**src/verilog/eqpt_regs.svh**
```systemverilog
// register offsets, field positions and reset values of the equalizer/phase-tracker bank
`ifndef EQPT_REGS_SVH
`define EQPT_REGS_SVH
`define EQPT_OFF_FBCTRL 8'h23
`define EQPT_OFF_PTCTRL 8'h24
`define EQPT_OFF_TAP 8'h25
`define EQPT_OFF_COEFHI 8'h26
`define EQPT_OFF_WRLO 8'h27
`define EQPT_OFF_RDLO 8'h28
`define EQPT_OFF_RNGHI 8'h29
`define EQPT_OFF_RNGLO 8'h2a
`define EQPT_OFF_EQIMID 8'h2b
`define EQPT_OFF_EQILO 8'h2c
`define EQPT_OFF_EQOMID 8'h2d
`define EQPT_OFF_EQOLO 8'h2e
`define EQPT_OFF_CLIPHI 8'h2f
`define EQPT_OFF_PTOMID 8'h30
`define EQPT_OFF_PTOLO 8'h31
`define EQPT_OFF_UPLO 8'h32
`define EQPT_OFF_LOLO 8'h33
`define EQPT_OFF_DCLO 8'h34
`define EQPT_RST_FBCTRL 8'ha7
`define EQPT_RST_PTCTRL 8'hc3
`define EQPT_RST_TAP 8'h00
`define EQPT_RST_WRHI 4'h0
`define EQPT_RST_WRLO 8'h00
`define EQPT_RST_RNGHI 2'h0
`define EQPT_RST_RNGLO 8'h90
`define EQPT_RST_UPHI 2'h1
`define EQPT_RST_LOHI 2'h3
`define EQPT_RST_CLIPLO 8'h00
`define EQPT_BIT_FB16OFF 7
`define EQPT_BIT_FBSEL 6
`define EQPT_BIT_ADAPT 5
`define EQPT_BIT_LOCK 2
`define EQPT_BIT_DIR 1
`define EQPT_BIT_MODEN 0
`define EQPT_FF_TAPS 8'h40
`endif

```
**src/verilog/eqpt_pkg.sv**
```systemverilog
// types shared by the equalizer/phase-tracker register bank
package eqpt_pkg;
    typedef enum logic [1:0] {EQPT_BLIND_OFF, EQPT_BLIND_4LVL, EQPT_BLIND_2LVL} eqpt_blind_e;
    typedef enum logic [2:0] {EQPT_GAIN_AUTO, EQPT_GAIN_OFF, EQPT_GAIN_SMALL, EQPT_GAIN_NORMAL,
                              EQPT_GAIN_UNUSED} eqpt_gain_e;
    typedef logic [11:0] eqpt_coef_t;
    typedef logic [18:0] eqpt_mse_t;
endpackage

```
**src/verilog/eqpt_ctrl_regs.sv**
```systemverilog
// register bank that configures and monitors the equalizer and phase tracker
// Operation
// - bit 7 of 0x23 at 0 turns feedback filter on in 16-level mode; reset 1
// - bit 6 at 0 runs feedback filter in 2/4/8 level, 1 only 8-level
// - bit 5 at 1 adapts in training only, else also in data; reset 1
// - bits 4:3 pick blind mode: off, 4-level, or 2-level decisions
// - while lock bit is 1, access-mode bit cannot be changed; reset 1
// - direction bit: 0 reads coefficient, 1 writes coefficient; reset 1
// - access-mode bit 0 opens coefficient access, 1 is normal operation
// - slice prediction field: 00 off, 11 on, others unused; reset 11
// - loop gain field: auto, tracker off, smaller, normal; 1xx unused
// - range bit: 0 gives plus-minus 60 degrees, 1 plus-minus 45
// - gain value and automatic threshold select bits, both reset 1
// - tap index 0..63 feed-forward, 64..255 feedback taps; reset zero
// - write coefficient is 12 bits: high nibble bits 7:4, low byte next
// - read coefficient: high nibble in bits 3:0, low byte separate register
// - 10-bit data adaptation range, reset high 00 and low 0x90
// - 19-bit input MSE: top bits in 5:3, rest in two registers
// - 19-bit output MSE: bits 17:16 in 2:1, bits 15:0 in two registers, bit 18 not readable
// - 19-bit tracker MSE: top bits in 7:5, rest in two registers
// - positive upper clip limit; errors above it forced to zero
// - negative lower clip limit; errors below it forced to zero
// - 9-bit DC offset readback: bit 8 in bit 0, low byte separate
`include "eqpt_regs.svh"

module eqpt_ctrl_regs #(
    parameter int ERR_W = 10 // equalizer error width
) (
    input wire logic mclk, // system clock
    input wire logic sys_rst, // synchronous reset, active high
    input wire logic regWr, // one-cycle register write strobe
    input wire logic regRd, // one-cycle register read strobe
    input wire logic [7:0] regAddr, // register address
    input wire logic [7:0] regWdata, // write data
    output logic [7:0] regRdata, // read data, registered
    output logic regAck, // read data valid, one cycle
    input wire logic [1:0] vsbLevel, // active mode 0:2 1:4 2:8 3:16 level
    input wire logic trainingActive, // training sequence interval
    input wire logic [11:0] coefReadValue, // coefficient from equalizer
    input wire logic [18:0] eqInMse, // equalizer input mse
    input wire logic [18:0] eqOutMse, // equalizer output mse
    input wire logic [18:0] ptOutMse, // phase tracker output mse
    input wire logic [8:0] dcLevelReadback, // dc reduction offset
    input wire logic signed [ERR_W-1:0] eqErrIn, // raw equalizer error
    output logic signed [ERR_W-1:0] eqErrOut, // clipped equalizer error, registered
    output logic fbFilterOn, // feedback filter enable
    output logic adaptEnable, // coefficient adaptation enable
    output eqpt_pkg::eqpt_blind_e blindMode, // blind equalization mode
    output logic coefAccessOpen, // coefficient access mode
    output logic coefWriteStrobe, // write coefficient to tap, one cycle
    output logic coefReadStrobe, // capture coefficient from tap, one cycle
    output logic [7:0] tapIndex, // selected tap
    output logic tapIsFeedback, // tap belongs to feedback filter
    output eqpt_pkg::eqpt_coef_t coefWriteValue, // coefficient to write
    output logic [9:0] dataAdaptRange, // data adaptation range
    output logic slicePredOn, // slice prediction enable
    output eqpt_pkg::eqpt_gain_e loopGainMode, // loop gain selection
    output logic phaseRange45, // 1: plus-minus 45 deg range
    output logic loopGainValueSel, // loop gain value choice
    output logic loopGainThreshSel // automatic gain threshold choice
);

    // ----------------------------------------------------------------
    // elaboration checks
    // ----------------------------------------------------------------
    if (ERR_W != 10) begin : g_errWidthCheck
        $error("eqpt_ctrl_regs: clip limits are 10 bits, ERR_W must be 10");
    end

    // ----------------------------------------------------------------
    // control registers
    // ----------------------------------------------------------------
    logic [7:0] fbCtrl_reg;
    logic [7:0] ptCtrl_reg;
    logic [7:0] tap_reg;
    logic [3:0] wrHi_reg;
    logic [7:0] wrLo_reg;
    logic [1:0] rngHi_reg;
    logic [7:0] rngLo_reg;
    logic [1:0] upHi_reg;
    logic [1:0] loHi_reg;
    logic [7:0] upLo_reg;
    logic [7:0] loLo_reg;
    logic [7:0] fbCtrl_next;
    logic wrSel;

    assign wrSel = regWr;

    always_comb begin
        fbCtrl_next = regWdata;
        if (fbCtrl_reg[`EQPT_BIT_LOCK]) begin
            fbCtrl_next[`EQPT_BIT_MODEN] = fbCtrl_reg[`EQPT_BIT_MODEN];
        end
    end

    always_ff @(posedge mclk) begin
        if (sys_rst) begin
            fbCtrl_reg <= `EQPT_RST_FBCTRL;
        end else if (wrSel && regAddr == `EQPT_OFF_FBCTRL) begin
            fbCtrl_reg <= fbCtrl_next;
        end
    end

    always_ff @(posedge mclk) begin
        if (sys_rst) begin
            ptCtrl_reg <= `EQPT_RST_PTCTRL;
        end else if (wrSel && regAddr == `EQPT_OFF_PTCTRL) begin
            ptCtrl_reg <= regWdata;
        end
    end

    always_ff @(posedge mclk) begin
        if (sys_rst) begin
            tap_reg <= `EQPT_RST_TAP;
        end else if (wrSel && regAddr == `EQPT_OFF_TAP) begin
            tap_reg <= regWdata;
        end
    end

    always_ff @(posedge mclk) begin
        if (sys_rst) begin
            wrHi_reg <= `EQPT_RST_WRHI;
            wrLo_reg <= `EQPT_RST_WRLO;
        end else begin
            if (wrSel && regAddr == `EQPT_OFF_COEFHI) begin
                wrHi_reg <= regWdata[7:4];
            end
            if (wrSel && regAddr == `EQPT_OFF_WRLO) begin
                wrLo_reg <= regWdata;
            end
        end
    end

    always_ff @(posedge mclk) begin
        if (sys_rst) begin
            rngHi_reg <= `EQPT_RST_RNGHI;
            rngLo_reg <= `EQPT_RST_RNGLO;
        end else begin
            if (wrSel && regAddr == `EQPT_OFF_RNGHI) begin
                rngHi_reg <= regWdata[7:6];
            end
            if (wrSel && regAddr == `EQPT_OFF_RNGLO) begin
                rngLo_reg <= regWdata;
            end
        end
    end

    always_ff @(posedge mclk) begin
        if (sys_rst) begin
            upHi_reg <= `EQPT_RST_UPHI;
            loHi_reg <= `EQPT_RST_LOHI;
            upLo_reg <= `EQPT_RST_CLIPLO;
            loLo_reg <= `EQPT_RST_CLIPLO;
        end else begin
            if (wrSel && regAddr == `EQPT_OFF_CLIPHI) begin
                upHi_reg <= regWdata[4:3];
                loHi_reg <= regWdata[2:1];
            end
            if (wrSel && regAddr == `EQPT_OFF_UPLO) begin
                upLo_reg <= regWdata;
            end
            if (wrSel && regAddr == `EQPT_OFF_LOLO) begin
                loLo_reg <= regWdata;
            end
        end
    end

    // ----------------------------------------------------------------
    // decoded controls
    // ----------------------------------------------------------------
    // feedback filter enable
    always_comb begin
        fbFilterOn = 1'b0;
        unique case (vsbLevel)
            2'h3: fbFilterOn = !fbCtrl_reg[`EQPT_BIT_FB16OFF];
            2'h2: fbFilterOn = 1'b1;
            2'h1, 2'h0: fbFilterOn = !fbCtrl_reg[`EQPT_BIT_FBSEL];
        endcase
    end

    assign adaptEnable = trainingActive || !fbCtrl_reg[`EQPT_BIT_ADAPT];

    always_comb begin
        unique case (fbCtrl_reg[4:3])
            2'h0: blindMode = eqpt_pkg::EQPT_BLIND_OFF;
            2'h1: blindMode = eqpt_pkg::EQPT_BLIND_4LVL;
            2'h2, 2'h3: blindMode = eqpt_pkg::EQPT_BLIND_2LVL;
        endcase
    end

    assign coefAccessOpen = !fbCtrl_reg[`EQPT_BIT_MODEN];

    // transfer strobes: write fired by writing the low coefficient byte, read fired by writing the tap index
    always_ff @(posedge mclk) begin
        if (sys_rst) begin
            coefWriteStrobe <= 1'b0;
            coefReadStrobe <= 1'b0;
        end else begin
            coefWriteStrobe <= wrSel && regAddr == `EQPT_OFF_WRLO && coefAccessOpen && fbCtrl_reg[`EQPT_BIT_DIR];
            coefReadStrobe <= wrSel && regAddr == `EQPT_OFF_TAP && coefAccessOpen && !fbCtrl_reg[`EQPT_BIT_DIR];
        end
    end

    assign tapIndex = tap_reg;
    assign tapIsFeedback = tap_reg >= `EQPT_FF_TAPS;
    assign coefWriteValue = {wrHi_reg, wrLo_reg};
    assign dataAdaptRange = {rngHi_reg, rngLo_reg};
    assign slicePredOn = ptCtrl_reg[7:6] == 2'h3;
    assign phaseRange45 = ptCtrl_reg[2];
    assign loopGainValueSel = ptCtrl_reg[1];
    assign loopGainThreshSel = ptCtrl_reg[0];

    always_comb begin
        unique case (ptCtrl_reg[5:3])
            3'h0: loopGainMode = eqpt_pkg::EQPT_GAIN_AUTO;
            3'h1: loopGainMode = eqpt_pkg::EQPT_GAIN_OFF;
            3'h2: loopGainMode = eqpt_pkg::EQPT_GAIN_SMALL;
            3'h3: loopGainMode = eqpt_pkg::EQPT_GAIN_NORMAL;
            default: loopGainMode = eqpt_pkg::EQPT_GAIN_UNUSED;
        endcase
    end

    // ----------------------------------------------------------------
    // error clipping
    // ----------------------------------------------------------------
    logic signed [ERR_W-1:0] upLimit;
    logic signed [ERR_W-1:0] loLimit;
    assign upLimit = {upHi_reg, upLo_reg};
    assign loLimit = {loHi_reg, loLo_reg};

    always_ff @(posedge mclk) begin
        if (sys_rst) begin
            eqErrOut <= '0;
        end else if (eqErrIn > upLimit || eqErrIn < loLimit) begin
            eqErrOut <= '0;
        end else begin
            eqErrOut <= eqErrIn;
        end
    end

    // ----------------------------------------------------------------
    // read mux
    // ----------------------------------------------------------------
    logic [7:0] rdMux;
    always_comb begin
        rdMux = 8'h00;
        unique case (regAddr)
            `EQPT_OFF_FBCTRL: rdMux = fbCtrl_reg;
            `EQPT_OFF_PTCTRL: rdMux = ptCtrl_reg;
            `EQPT_OFF_TAP: rdMux = tap_reg;
            `EQPT_OFF_COEFHI: rdMux = {wrHi_reg, coefReadValue[11:8]};
            `EQPT_OFF_WRLO: rdMux = wrLo_reg;
            `EQPT_OFF_RDLO: rdMux = coefReadValue[7:0];
            `EQPT_OFF_RNGHI: rdMux = {rngHi_reg, eqInMse[18:16], eqOutMse[17:16], 1'b0};
            `EQPT_OFF_RNGLO: rdMux = rngLo_reg;
            `EQPT_OFF_EQIMID: rdMux = eqInMse[15:8];
            `EQPT_OFF_EQILO: rdMux = eqInMse[7:0];
            `EQPT_OFF_EQOMID: rdMux = eqOutMse[15:8];
            `EQPT_OFF_EQOLO: rdMux = eqOutMse[7:0];
            `EQPT_OFF_CLIPHI: rdMux = {ptOutMse[18:16], upHi_reg, loHi_reg, dcLevelReadback[8]};
            `EQPT_OFF_PTOMID: rdMux = ptOutMse[15:8];
            `EQPT_OFF_PTOLO: rdMux = ptOutMse[7:0];
            `EQPT_OFF_UPLO: rdMux = upLo_reg;
            `EQPT_OFF_LOLO: rdMux = loLo_reg;
            `EQPT_OFF_DCLO: rdMux = dcLevelReadback[7:0];
            default: rdMux = 8'h00;
        endcase
    end

    always_ff @(posedge mclk) begin
        if (sys_rst) begin
            regRdata <= 8'h00;
            regAck <= 1'b0;
        end else begin
            regAck <= regRd;
            if (regRd) begin
                regRdata <= rdMux;
            end
        end
    end
endmodule

```
**config.mk**
```make
export PLATFORM = sky130hd
export DESIGN_NAME = eqpt_ctrl_regs
export DESIGN_NICKNAME = d
export VERILOG_FILES = /design/src/verilog/eqpt_pkg.sv /design/src/verilog/eqpt_ctrl_regs.sv
export VERILOG_INCLUDE_DIRS = /design/src /design/src/verilog
export SDC_FILE = /design/constraint.sdc
export NUM_CORES = 1
export LEC_CHECK = 0
export BUFFER_PORTS_ARGS = -buffer_cell sky130_fd_sc_hd__clkbuf_2
export CORE_UTILIZATION = 30
export DETAILED_ROUTE_END_ITERATION = 10
export GPL_ROUTABILITY_DRIVEN = 0
export PLACE_DENSITY_LB_ADDON = 0.12
export REMOVE_ABC_BUFFERS = 1
export SLEW_MARGIN = 25
export SYNTH_ARGS = -nofsm -noshare
export SYNTH_HDL_FRONTEND = slang
export SYNTH_SLANG_ARGS = --single-unit
```
**constraint.sdc**
```tcl
create_clock -name mclk -period 5.9 [get_ports mclk]
set_input_delay 0 -clock mclk [delete_from_list [all_inputs] [get_ports mclk]]
set_output_delay 0 -clock mclk [all_outputs]
set_load 0.05 [all_outputs]
```
Word-level counts from Yosys, hierarchy flattened
Index checks and enable logic that the tools add are counted.
Widths: inputs -> output; s select.
{ "op_classes": {"n_lt_le_gt_ge": 3, "eq_ne": 28, "muxes": 4, "bitwise": 1, "reduce_logical": 28} }
{ "ops": {"columns": ["operator", "count"], "rows": [
  ["$eq 8x6->1 const B", 18],
  ["$pmux 8 s18", 1],
  ["$logic_and 1x1->1", 14],
  ["$pmux 3 s4", 1],
  ["$eq 2x2->1 const B", 5],
  ["$gt 10x10->1", 1],
  ["$lt 10x10->1", 1],
  ["$ge 8x7->1 const B", 1],
  ["$eq 3x2->1 const B", 2],
  ["$pmux 2 s3", 1],
  ["$reduce_or 2->1", 3],
  ["$logic_not 1->1", 5],
  ["$eq 2x1->1 const B", 2],
  ["$logic_not 2->1", 2],
  ["$eq 3x1->1 const B", 1],
  ["$logic_not 3->1", 1],
  ["$pmux 1 s3", 1],
  ["$logic_or 1x1->1", 2],
  ["$reduce_and 2->1", 1],
  ["$not 1->1", 1]
]} }
{ "word_totals": {"register_bits": 87, "input_bits": 111, "output_inout_bits": 64, "elab_cells": 81} }

Longest topological paths before layout
Gate-level depths: netlist of the first run.
{ "logic_depth": {"word_depth": 4, "mapped_depth": 10, "ltp_nobuf": 7} }

Worst setup path before layout of the first run
OpenSTA, ideal clock, no wires.
{ "synth_path": {"kind": "reg-to-reg", "startpoint": "register loLo_reg[7]", "endpoint": "register eqErrOut[0]", "setup_time_ns": 0.178, "arrival_time_ns": 1.812, "required_ns": 5.722, "slack_ns": 3.910, "stages_incl_launch_ff": 7, "path_buffers": 0, "synth_period_minus_slack_ns": 1.990, "cell_sequence": "dfxtp_1 -> inv_1 -> ha_1 -> a21oi_1 -> nor2b_1 -> o41ai_1 -> a211oi_1"} }
{ "synth_via": {"elab_chain_cells": 3} }
{ "synth_lines": {"columns": ["element", "line", "rtl"], "rows": [
  ["from (decl)", "eqpt_ctrl_regs.sv:83", "logic [7:0] loLo_reg;"],
  ["from (signal assigned)", "eqpt_ctrl_regs.sv:153", "loLo_reg <= `EQPT_RST_CLIPLO;"],
  ["from (signal assigned)", "eqpt_ctrl_regs.sv:163", "loLo_reg <= regWdata;"],
  ["$lt 10x10->1", "eqpt_ctrl_regs.sv:234", "end else if (eqErrIn > upLimit || eqErrIn < loLimit) begin"],
  ["$logic_or 1x1->1", "eqpt_ctrl_regs.sv:234", null],
  ["$reduce_or 2->1 (no source line)", null, null],
  ["to (signal assigned)", "eqpt_ctrl_regs.sv:237", "eqErrOut <= eqErrIn;"],
  ["to (decl)", "eqpt_ctrl_regs.sv:45", "output logic signed [ERR_W-1:0] eqErrOut,"]
]} }
No other way between the ends.
A chain may end at the register's enable or synchronous reset.

Worst setup path after layout of the first run
{ "layout_path": {"startpoint": "input regAddr[2]", "endpoint": "register wrLo_reg[6]"} }
{ "layout_via": {"elab_chain_cells": 2} }
{ "layout_lines": {"columns": ["element", "line", "rtl"], "rows": [
  ["from (decl)", "eqpt_ctrl_regs.sv:33", "input wire logic [7:0] regAddr,"],
  ["$eq 8x6->1", null, null],
  ["$logic_and 1x1->1 (no source line)", null, null],
  ["to (signal assigned)", "eqpt_ctrl_regs.sv:123", "wrLo_reg <= `EQPT_RST_WRLO;"],
  ["to (signal assigned)", "eqpt_ctrl_regs.sv:129", "wrLo_reg <= regWdata;"],
  ["to (decl)", "eqpt_ctrl_regs.sv:77", "logic [7:0] wrLo_reg;"]
]} }
No other way between the ends.

==> impl_metrics.py, run 1 <==
metrics = {
    "clocking": {
        "clk_path_buf_depth": 2,
        "h-tree-depth": 3,
        "cts_tree": "built",
        "cts_buffers": 9,
        "cts.reportedPaths.clkPinSlew_ns": 0.06,
        "cts_sinks": 87,
        "root_buffer": "clkbuf_16",
        "clk_latency_ns": 0.35,
    },
    "run_status": {
        "outcome": "complete, no violations",
    },
    "finish": {
        "largest-register": "eqErrOut",
        "final_net_count": 872,
        "diodes": 0,
        "nFillCells": 1804,
        "drive_gt1_share_pct": 28.78,
        "area_delta_synth_final_pct": 27.09,
        "fin_area_um2": 6469,
        "final_common_cell": "clkbuf_2",
        "largest_reg_flops": 10,
        "mostFrequentLayoutCells": "clkbuf_2 (173), dfxtp_1 (87), mux2i_1 (64), nor2_1 (57)",
    },
    "critical_path": {
        "cp_cell_sequence": "clkbuf_2 > nor2b_1 > and2_1 > nand3_1 > mux2i_1 > nor2_1",
        "timing.reg2reg.setup_slack_ns": 3.77,
        "rr_endpoint": "eqErrOut[4]$_SDFF_PP0_",
        "critPathMaxStageDelay_ns": 0.67,
        "arrival_ns": 2.59,
        "crit_end": "wrLo_reg[6]$_SDFFE_PP0P_",
        "cp-start-kind": "input pin",
        "crit-reg2reg-launch": "loLo_reg[3]$_SDFFE_PP0P_",
        "critical_path_class": "input pin to flop",
        "endpoint_kind": "flop",
        "crit_path_start": "regAddr[2]",
        "crit_path_top_delay_cell": "and2_1",
        "critPathMaxFanout": 19,
        "critPathRequiredTime_ns": 6.13,
        "r2r_cells": 7,
    },
    "die": {
        "dieWidth_um": 132.3,
        "fp-row-count": 47,
        "die_h_um": 132.3,
        "design.die.area_um2": 17490,
        "coreArea_um2": 16580,
        "start_util_pct": 30.69,
        "ios": 175,
    },
    "power_and_ir_drop": {
        "irDropWorstVdd_v": 0.0001316,
        "clkPwrFrac_pct": 42.3,
        "power_frac_comb_pct": 14.5,
        "p_seq_share_pct": 43.3,
        "pwr_density_cell_nw_per_um2": 212.0,
        "internal-power_mw": 1.001,
        "p_sw_share_pct": 27.01,
        "p_leak_nw": 3.107,
        "p_sw_uw": 370.4,
    },
    "detailed_routing": {
        "drt-total-wl_mm": 20.59,
        "dr.pass1.iters": 5,
        "vias_per_cell": 5.442,
        "drcViolationCount": 0,
        "drt-initial-drc-count": 484,
        "wl_per_cell_um": 21.30,
        "vias": 5262,
        "ant_nets": 0,
    },
    "worst_hold_path": {
        "hp-class": "input pin to flop",
    },
    "timing": {
        "relSlewSlack_pct": 35.00,
        "final_hold_viol_count": 0,
        "rsz0062_at_grt": "false",
        "tns_ns": 0,
        "max_freq_ghz": 0.4233,
        "worstMarginPinSlew_ns": 0.9714,
        "slew_viol_final": 0,
        "setup_viol": 0,
        "hold_slack_ns": 0.02871,
        "fin_crit_ns": 2.362,
        "clock_skew_ns": 0.004640,
        "period_share_pct": 40.04,
    },
    "synth": {
        "ys_warn_count": 0,
        "syn_avg_cell_area_um2": 8.627,
        "synth_edf_count": 0,
        "syn_inst": 590,
        "synth_cell_type_count": 61,
        "ys_ff_latch": 87,
        "async_flop_share_pct": 0,
        "netlist_area_um2": 5090,
        "ys_seq_area_share_pct": 34.22,
        "ys.flop_type": "dfxtp_1",
    },
    "place": {
        "dpl_cell_area_um2": 6067,
        "port_buffers": 173,
        "hpwl_mm": 15.44,
    },
    "flow_run": {
        "cap_violations": 0,
    },
    "grt": {
        "antenna_found_initial": 0,
        "grt_max_degree": 41,
        "overflow": 0,
        "grt_pass1_wl_mm": 30.82,
        "grtUsageTotal_pct": 23.53,
        "first_global_vias": 5209,
    },
}
-- Yosys cell counts, types with 4 or more instances --
| library cell | instances | area share, % |
|---|---|---|
| nand3_1 | 20 | 2.0 |
| mux2_2 | 9 | 2.0 |
| a41oi_1 | 4 | 0.69 |
| nor3_1 | 6 | 0.59 |
| ha_1 | 19 | 4.7 |
| a21o_1 | 7 | 1.0 |
| a221oi_1 | 7 | 1.2 |
| nand2b_1 | 4 | 0.49 |
| and3_1 | 13 | 1.6 |
| a22o_1 | 11 | 1.9 |
| inv_1 | 41 | 3.0 |
| a22oi_1 | 12 | 1.8 |
| a31oi_1 | 6 | 0.74 |
| a21oi_1 | 19 | 1.9 |
| dfxtp_1 | 87 | 34 |
| nand2_1 | 41 | 3.0 |
| nor2_1 | 57 | 4.2 |
| o2bb2ai_1 | 4 | 0.69 |
| buf_2 | 17 | 1.7 |
| a211oi_1 | 14 | 2.1 |
| o211ai_1 | 12 | 1.8 |
| and2_1 | 6 | 0.74 |
| mux4_2 | 4 | 1.8 |
| o21ai_0 | 14 | 1.4 |
| clkbuf_1 | 28 | 2.1 |
| nor2b_1 | 11 | 1.4 |
| nand4_1 | 5 | 0.61 |
| mux2i_1 | 64 | 13 |
-- worst min path at each step --
stage | from | endpoint | slack (ns) | cells after the start
detailed placement | eqErrIn[9] | eqErrOut[9]$_SDFF_PP0_ | 0.25 | 3
finish | eqOutMse[1] | regRdata[1]$_SDFFE_PP0P_ | 0.03 | 4
floorplan | sys_rst | wrHi_reg[0]$_SDFFE_PP0P_ | 0.07 | 1
global route | eqOutMse[2] | regRdata[2]$_SDFFE_PP0P_ | 0.07 | 4
CTS | eqOutMse[1] | regRdata[1]$_SDFFE_PP0P_ | 0.02 | 4
global placement | eqErrIn[8] | eqErrOut[8]$_SDFF_PP0_ | 0.25 | 3
-- metrics by stage --
stage                     utilization [%]  setup slack [ns]  cells  power (mW)
after floorplan                         -             3.910    541      0.6870
after global placement              36.59             3.250    940      0.7951
after detailed placement            36.59             3.214    940      0.7966
after CTS                           39.01             3.560    967       1.379
after global routing                39.01             3.327    967       1.419
final                               39.01             3.538    967       1.371
-- cells by family (layout without fill, tap and decap cells) --
| logic type | Yosys count | count (layout) | share of synthesized area [%] |
|---|---|---|---|
| compound gates | 134 | 134 | 19.35 |
| simple gates | 183 | 183 | 18.29 |
| buf+inv | 90 | 247 | 7.129 |
| fa+ha+maj | 19 | 19 | 4.671 |
| mux | 77 | 77 | 16.35 |
| flops | 87 | 87 | 34.22 |
-- critical path: cells and delay by family --
family,cells,cell delay [ns]
simple gates,4,1.86
mux,1,0.33
buf+inv,1,0.38
-- metal layers --
metal  GRT usage [%]  vias to the layer above  share of wire [%]
met2           36.39                      242                 44
li1                -                     2441                  -
met1           32.28                     2550                 46
met3           5.190                       29                7.7
met4           7.854                        0                2.0
met5               0                        -                  0
-- power by group through the flow --
| stage | Sequential [mW] | Clock (mW) | Combinational, mW |
|---|---|---|---|
| final | 0.593 | 0.580 | 0.198 |
| after global routing | 0.593 | 0.614 | 0.211 |
| after CTS | 0.593 | 0.589 | 0.196 |
| after detailed placement | 0.607 | 0 | 0.190 |
| after global placement | 0.607 | 0 | 0.188 |
| after floorplan | 0.622 | 0 | 0.0652 |
-- timing repair --
| action | CTS | global route |
|---|---|---|
| hold endpoints to repair | 11 | 0 |
| buffers inserted | 0 | 0 |
| resized for setup | 0 | 0 |
| hold buffers | 11 | 0 |
-- cell type report --
type / count / area [um2] / share of cell area, %
sequential: 87 / 1742 / 26.92
multi-input combinational: 413 / 2985 / 46.15
tap: 220 / 275.3 / 4.255
clock buffer: 12 / 246.5 / 3.810
inverter: 41 / 153.9 / 2.379
clock inverter: 4 / 45.04 / 0.6963
timing repair buffer: 190 / 1021 / 15.78
(Power assumes the default switching activity.)
==> run 2: changes to the inputs <==
clock period = 2 ns   (was 5.9 ns; I/O delays follow)
==> run 2 against run 1 <==
Net effect: non-clock buffer count up 42; combinational power rose to 3.2 times the previous value; core utilization up 2.4 points; count of clock-buffer cells in the layout down 3; register-to-register slack worse by 3.6 ns; cell count up 4.2%; sequential share of layout area down 1.6 points; critical path type is now flop to flop; critical endpoint is now eqErrOut[6]$_SDFF_PP0_; largest cell class unchanged.
==> impl_metrics.py, run 2 (same netlist as run 1, synthesis figures left out) <==
metrics = {
    "die": {
        "design.die.area_um2": 17490,
        "fp-row-count": 47,
        "dieWidth_um": 132.3,
        "die_h_um": 132.3,
        "start_util_pct": 30.69,
        "coreArea_um2": 16580,
        "ios": 175,
    },
    "timing": {
        "worstMarginPinSlew_ns": 0.6306,
        "slew_viol_final": 0,
        "clock_skew_ns": 0.003541,
        "relSlewSlack_pct": 57.91,
        "rsz0062_at_grt": "false",
        "setup_viol": 0,
        "final_hold_viol_count": 0,
        "max_freq_ghz": 0.5368,
        "tns_ns": 0,
        "fin_crit_ns": 1.863,
        "period_share_pct": 93.14,
    },
    "clocking": {
        "clk_path_buf_depth": 2,
        "cts_sinks": 87,
        "root_buffer": "clkbuf_16",
        "cts.reportedPaths.clkPinSlew_ns": 0.07,
        "cts_buffers": 9,
        "cts_tree": "built",
        "h-tree-depth": 3,
        "clk_latency_ns": 0.36,
        "postCtsSetupBuffers": 0,
    },
    "critical_path": {
        "arrival_ns": 2.13,
        "endpoint_kind": "flop",
        "critical_path_class": "flop to flop",
        "critPathRequiredTime_ns": 2.27,
        "critPathMaxFanout": 10,
        "cp-start-kind": "flop",
    },
    "finish": {
        "largest_reg_flops": 10,
        "final_common_cell": "clkbuf_2",
        "drive_gt1_share_pct": 33.25,
        "mostFrequentLayoutCells": "clkbuf_2 (173), dfxtp_1 (87), mux2i_1 (64), nor2_1 (57), buf_4 (48)",
        "fin_area_um2": 6874,
        "final_net_count": 914,
        "diodes": 0,
        "multi_input_area_um2": 3008,
        "largest-register": "eqErrOut",
        "seq_area_um2": 1742,
        "nFillCells": 1743,
        "area_delta_synth_final_pct": 35.05,
    },
    "grt": {
        "grt_pass1_wl_mm": 31.68,
        "first_global_vias": 5311,
        "overflow": 0,
        "grtUsageTotal_pct": 24.48,
        "grt_max_degree": 21,
        "antenna_found_initial": 0,
    },
    "detailed_routing": {
        "drt-initial-drc-count": 358,
        "drcViolationCount": 0,
        "wl_per_cell_um": 21.06,
        "vias_per_cell": 5.309,
        "vias": 5351,
        "dr.pass1.iters": 5,
        "drt-total-wl_mm": 21.23,
        "ant_nets": 0,
    },
    "power_and_ir_drop": {
        "p_sw_mw": 1.139,
        "power_frac_comb_pct": 14.3,
        "irDropWorstVdd_v": 0.0004065,
        "p_seq_share_pct": 39.1,
        "p_sw_share_pct": 25.46,
        "pwr_density_cell_nw_per_um2": 651.0,
        "clkPwrFrac_pct": 46.6,
        "internal-power_mw": 3.335,
        "p_leak_nw": 3.344,
    },
    "flow_run": {
        "cap_violations": 0,
    },
    "worst_hold_path": {
        "hp-class": "input pin to flop",
    },
    "place": {
        "dpl_cell_area_um2": 6382,
        "port_buffers": 173,
        "hpwl_mm": 16.72,
    },
    "run_status": {
        "outcome": "complete, no violations",
    },
}
run 2: cell count changes in the layout (fill, tap and decap cells not counted), sizes merged:
cell / before / now
buf: 6 / 48
bufinv: 1 / 4
clkbuf: 185 / 182
clkinv: 3 / 2
run 2: power by group through the flow:
stage          combinational (mW)  clock (mW)  sequential, mW
3_5_place_dp                0.611           0            1.79
4_1_cts                     0.631        2.10            1.75
6_report                    0.641        2.08            1.75
3_3_place_gp                0.607           0            1.79
2_1_floorplan               0.192           0            1.83
5_1_grt                     0.681        2.18            1.75
run 2: worst max-delay path, cell delays in order (launching register included):
cell      delay (ns)
dfxtp_1         0.32
inv_1           0.06
ha_1            0.29
a21o_1          0.19
a211oi_2        0.25
o211ai_1        0.13
o211a_4         0.30
a211oi_1        0.24
run 2: cell type report:
class / instances / area share, %
clock buffers: 9 / 3.276
clock inverters: 6 / 1.948
inverters: 41 / 2.239
multi-input cells: 413 / 43.76
flip-flops and latches: 87 / 25.34
well taps: 220 / 4.004
repair buffers: 232 / 19.44
run 2: repair_timing:
action / in CTS / in global routing
hold buffers: 11 / 0
endpoints found under the setup margin: 2 / 10
endpoints found under the hold margin: 11 / 0
gates resized for setup: 1 / 4
run 2: per-layer routing:
| layer | vias to the layer above | track usage [%] | wire (um) |
|---|---|---|---|
| li1 | 2523 | - | - |
| met1 | 2534 | 33.90 | 9883 |
| met2 | 249 | 37.07 | 9257 |
| met3 | 45 | 4.268 | 1448 |
| met4 | 0 | 10.92 | 640 |
| met5 | - | 0 | 0 |
run 2: path summary, 6_finish.rpt:
path                              endpoint  cells after the start                      from  slack [ns]
setup / recovery    eqErrOut[6]$_SDFF_PP0_                      7  upLo_reg[7]$_SDFFE_PP0P_        0.14
hold / removal    regRdata[2]$_SDFFE_PP0P_                      4          coefReadValue[2]        0.02
setup reg to reg    eqErrOut[6]$_SDFF_PP0_                      7  upLo_reg[7]$_SDFFE_PP0P_        0.14
hold reg to reg   upLo_reg[7]$_SDFFE_PP0P_                      2  upLo_reg[7]$_SDFFE_PP0P_        0.50
run 2: per-stage QoR:
stage	instances	utilization (%)	hold slack, ns	setup slack, ns	total power, mW
floorplan	541	-	0.06907	0.01029	2.027
global placement	982	38.49	0.2484	0.08557	2.397
detailed placement	982	38.49	0.2519	-0.01073	2.401
CTS	1008	41.32	0.01630	0.001112	4.479
global route	1008	41.45	0.06473	0.007055	4.611
finish	1008	41.45	0.01936	0.1372	4.475
==> run 3: changes to the inputs <==
CELL_PAD_IN_SITES_DETAIL_PLACEMENT = 1   (was not set)
CELL_PAD_IN_SITES_GLOBAL_PLACEMENT = 2   (was not set)
CORE_UTILIZATION = 26   (was 30)
==> run 3 against run 2 <==
Net effect: non-clock buffer count decreased by 4; highest routed layer unchanged; sequential share of layout area increased by 0.083 points; maximum frequency decreased by 0.97%; cell count increased by 3.8%; register-to-register slack got worse by 0.02 ns; sequential power about the same; core utilization decreased by 5.3 points; count of clock-buffer cells in the layout increased by 1; critical path type unchanged; critical endpoint is now eqErrOut[3]$_SDFF_PP0_.
==> impl_metrics.py, run 3 (same netlist as run 1, synthesis figures left out) <==
metrics = {
    "finish": {
        "largest_reg_flops": 10,
        "fin_util_pct": 36.15,
        "final_net_count": 910,
        "final_common_cell": "clkbuf_2",
        "largest-register": "eqErrOut",
        "drive_gt1_share_pct": 32.87,
        "mostFrequentLayoutCells": "clkbuf_2 (173), dfxtp_1 (87), mux2i_1 (64), nor2_1 (57), buf_4 (43)",
        "area_delta_synth_final_pct": 34.61,
    },
    "detailed_routing": {
        "routed.top_layer": "met4",
        "vias_per_cell": 5.101,
        "wl_per_cell_um": 22.83,
        "drcViolationCount": 0,
        "vias": 5336,
        "dr.pass1.iters": 5,
        "wl_met1_mm": 11.35,
        "met2_length_mm": 10.47,
        "met3WireLength_mm": 1.668,
        "ant_nets": 0,
        "drt-initial-drc-count": 272,
        "drt-total-wl_mm": 23.88,
    },
    "worst_hold_path": {
        "hp-class": "input pin to flop",
        "hold_start": "eqOutMse[2]",
    },
    "clocking": {
        "cts.reportedPaths.clkPinSlew_ns": 0.07,
        "root_buffer": "clkbuf_16",
        "h-tree-depth": 3,
        "cts_tree": "built",
        "cts_buffers": 9,
        "cts_sinks": 87,
        "clk_latency_ns": 0.35,
        "clk_path_buf_depth": 2,
    },
    "critical_path": {
        "endpoint_kind": "flop",
        "cp-start-kind": "flop",
        "critPathMaxFanout": 10,
        "critPathRequiredTime_ns": 2.26,
        "crit-reg2reg-launch": "upLo_reg[7]$_SDFFE_PP0P_",
        "crit_path_start": "upLo_reg[7]$_SDFFE_PP0P_",
        "critical_path_class": "flop to flop",
        "arrival_ns": 2.14,
    },
    "timing": {
        "relSlewSlack_pct": 51.75,
        "tns_ns": 0,
        "final_hold_viol_count": 0,
        "max_freq_ghz": 0.5316,
        "clock_skew_ns": 0.009517,
        "worstMarginPinSlew_ns": 0.7211,
        "period_share_pct": 94.05,
        "slew_viol_final": 0,
        "fin_crit_ns": 1.881,
        "rsz0062_at_grt": "true",
        "setup_viol": 0,
    },
    "grt": {
        "grtUsageTotal_pct": 24.08,
        "overflow": 0,
        "grt_max_degree": 25,
        "antenna_found_initial": 1,
        "grt_pass1_wl_mm": 35.18,
        "first_global_vias": 5633,
    },
    "die": {
        "coreArea_um2": 18960,
        "die_h_um": 141.9,
        "design.die.area_um2": 20140,
        "ios": 175,
        "dieWidth_um": 141.9,
        "start_util_pct": 26.85,
        "fp-row-count": 50,
    },
    "power_and_ir_drop": {
        "power_frac_comb_pct": 15.4,
        "irDropWorstVdd_v": 0.0003844,
        "internal-power_mw": 3.001,
        "p_sw_share_pct": 28.40,
        "clkPwrFrac_pct": 42.8,
        "pwr_density_cell_nw_per_um2": 611.7,
        "p_sw_mw": 1.190,
        "total_power_mw": 4.191,
        "p_leak_nw": 3.295,
        "p_seq_share_pct": 41.7,
    },
    "place": {
        "hpwl_mm": 19.09,
        "port_buffers": 173,
    },
    "run_status": {
        "outcome": "complete, no violations",
    },
    "flow_run": {
        "cap_violations": 0,
    },
}
-- run 3: routing by layer --
| layer | global-route usage, % | vias up |
|---|---|---|
| met1 | 33.64 | 2598 |
| met2 | 37.21 | 198 |
| li1 | - | 2518 |
| met4 | 7.018 | 0 |
| met5 | 0 | - |
| met3 | 4.860 | 22 |
-- run 3: layout make-up --
class | count | area (um2)
fillers | 2296 | 12100
multi-input cells | 413 | 3003
flip-flops and latches | 87 | 1742
repair buffers | 228 | 1319
well taps | 260 | 325.3
clock buffers | 10 | 239.0
inverters | 41 | 153.9
clock inverters | 6 | 67.56
diodes | 1 | 2.502
-- run 3: power groups by stage --
stage	logic, mW	clock network, mW	registers [mW]
after floorplan	0.192	0	1.83
after global placement	0.613	0	1.79
after detailed placement	0.620	0	1.79
after CTS	0.642	1.84	1.75
after global routing	0.688	1.91	1.75
final	0.647	1.79	1.75
-- run 3: critical path, stage by stage (launching register included) --
cell	delay [ns]
dfxtp_1	0.33
inv_1	0.06
ha_1	0.30
a21o_1	0.20
a211oi_2	0.25
o211ai_1	0.14
o211a_4	0.30
a211oi_1	0.23
-- run 3: worst paths after layout --
path,endpoint,slack (ns),cells after the start
max,eqErrOut[3]$_SDFF_PP0_,0.12,7
min,regRdata[2]$_SDFFE_PP0P_,0.02,4
max reg2reg,eqErrOut[3]$_SDFF_PP0_,0.12,7
min reg2reg,coefReadStrobe$_SDFF_PP0_,0.49,1
-- run 3: repair_timing --
| item | CTS | global route |
|---|---|---|
| endpoints found under the hold margin | 11 | 0 |
| endpoints found under the setup margin | 10 | 6 |
| buffers inserted | 0 | 0 |
| hold buffers | 11 | 0 |
| pin swaps | 0 | 0 |
| gates resized for setup | 2 | 2 |
-- run 3: metrics by stage --
| stage | cells | hold WS [ns] | instance area (um2) | setup slack, ns |
|---|---|---|---|---|
| CTS | 1045 | 0.01246 | 6837 | 0.05640 |
| detailed placement | 1018 | 0.2569 | 6415 | -0.04721 |
| floorplan | 541 | 0.06907 | 4881 | 0.01029 |
| finish | 1046 | 0.02360 | 6852 | 0.1190 |
| global route | 1045 | 0.05374 | 6849 | -0.003742 |
| global placement | 1018 | 0.2468 | 6415 | 0.07697 |
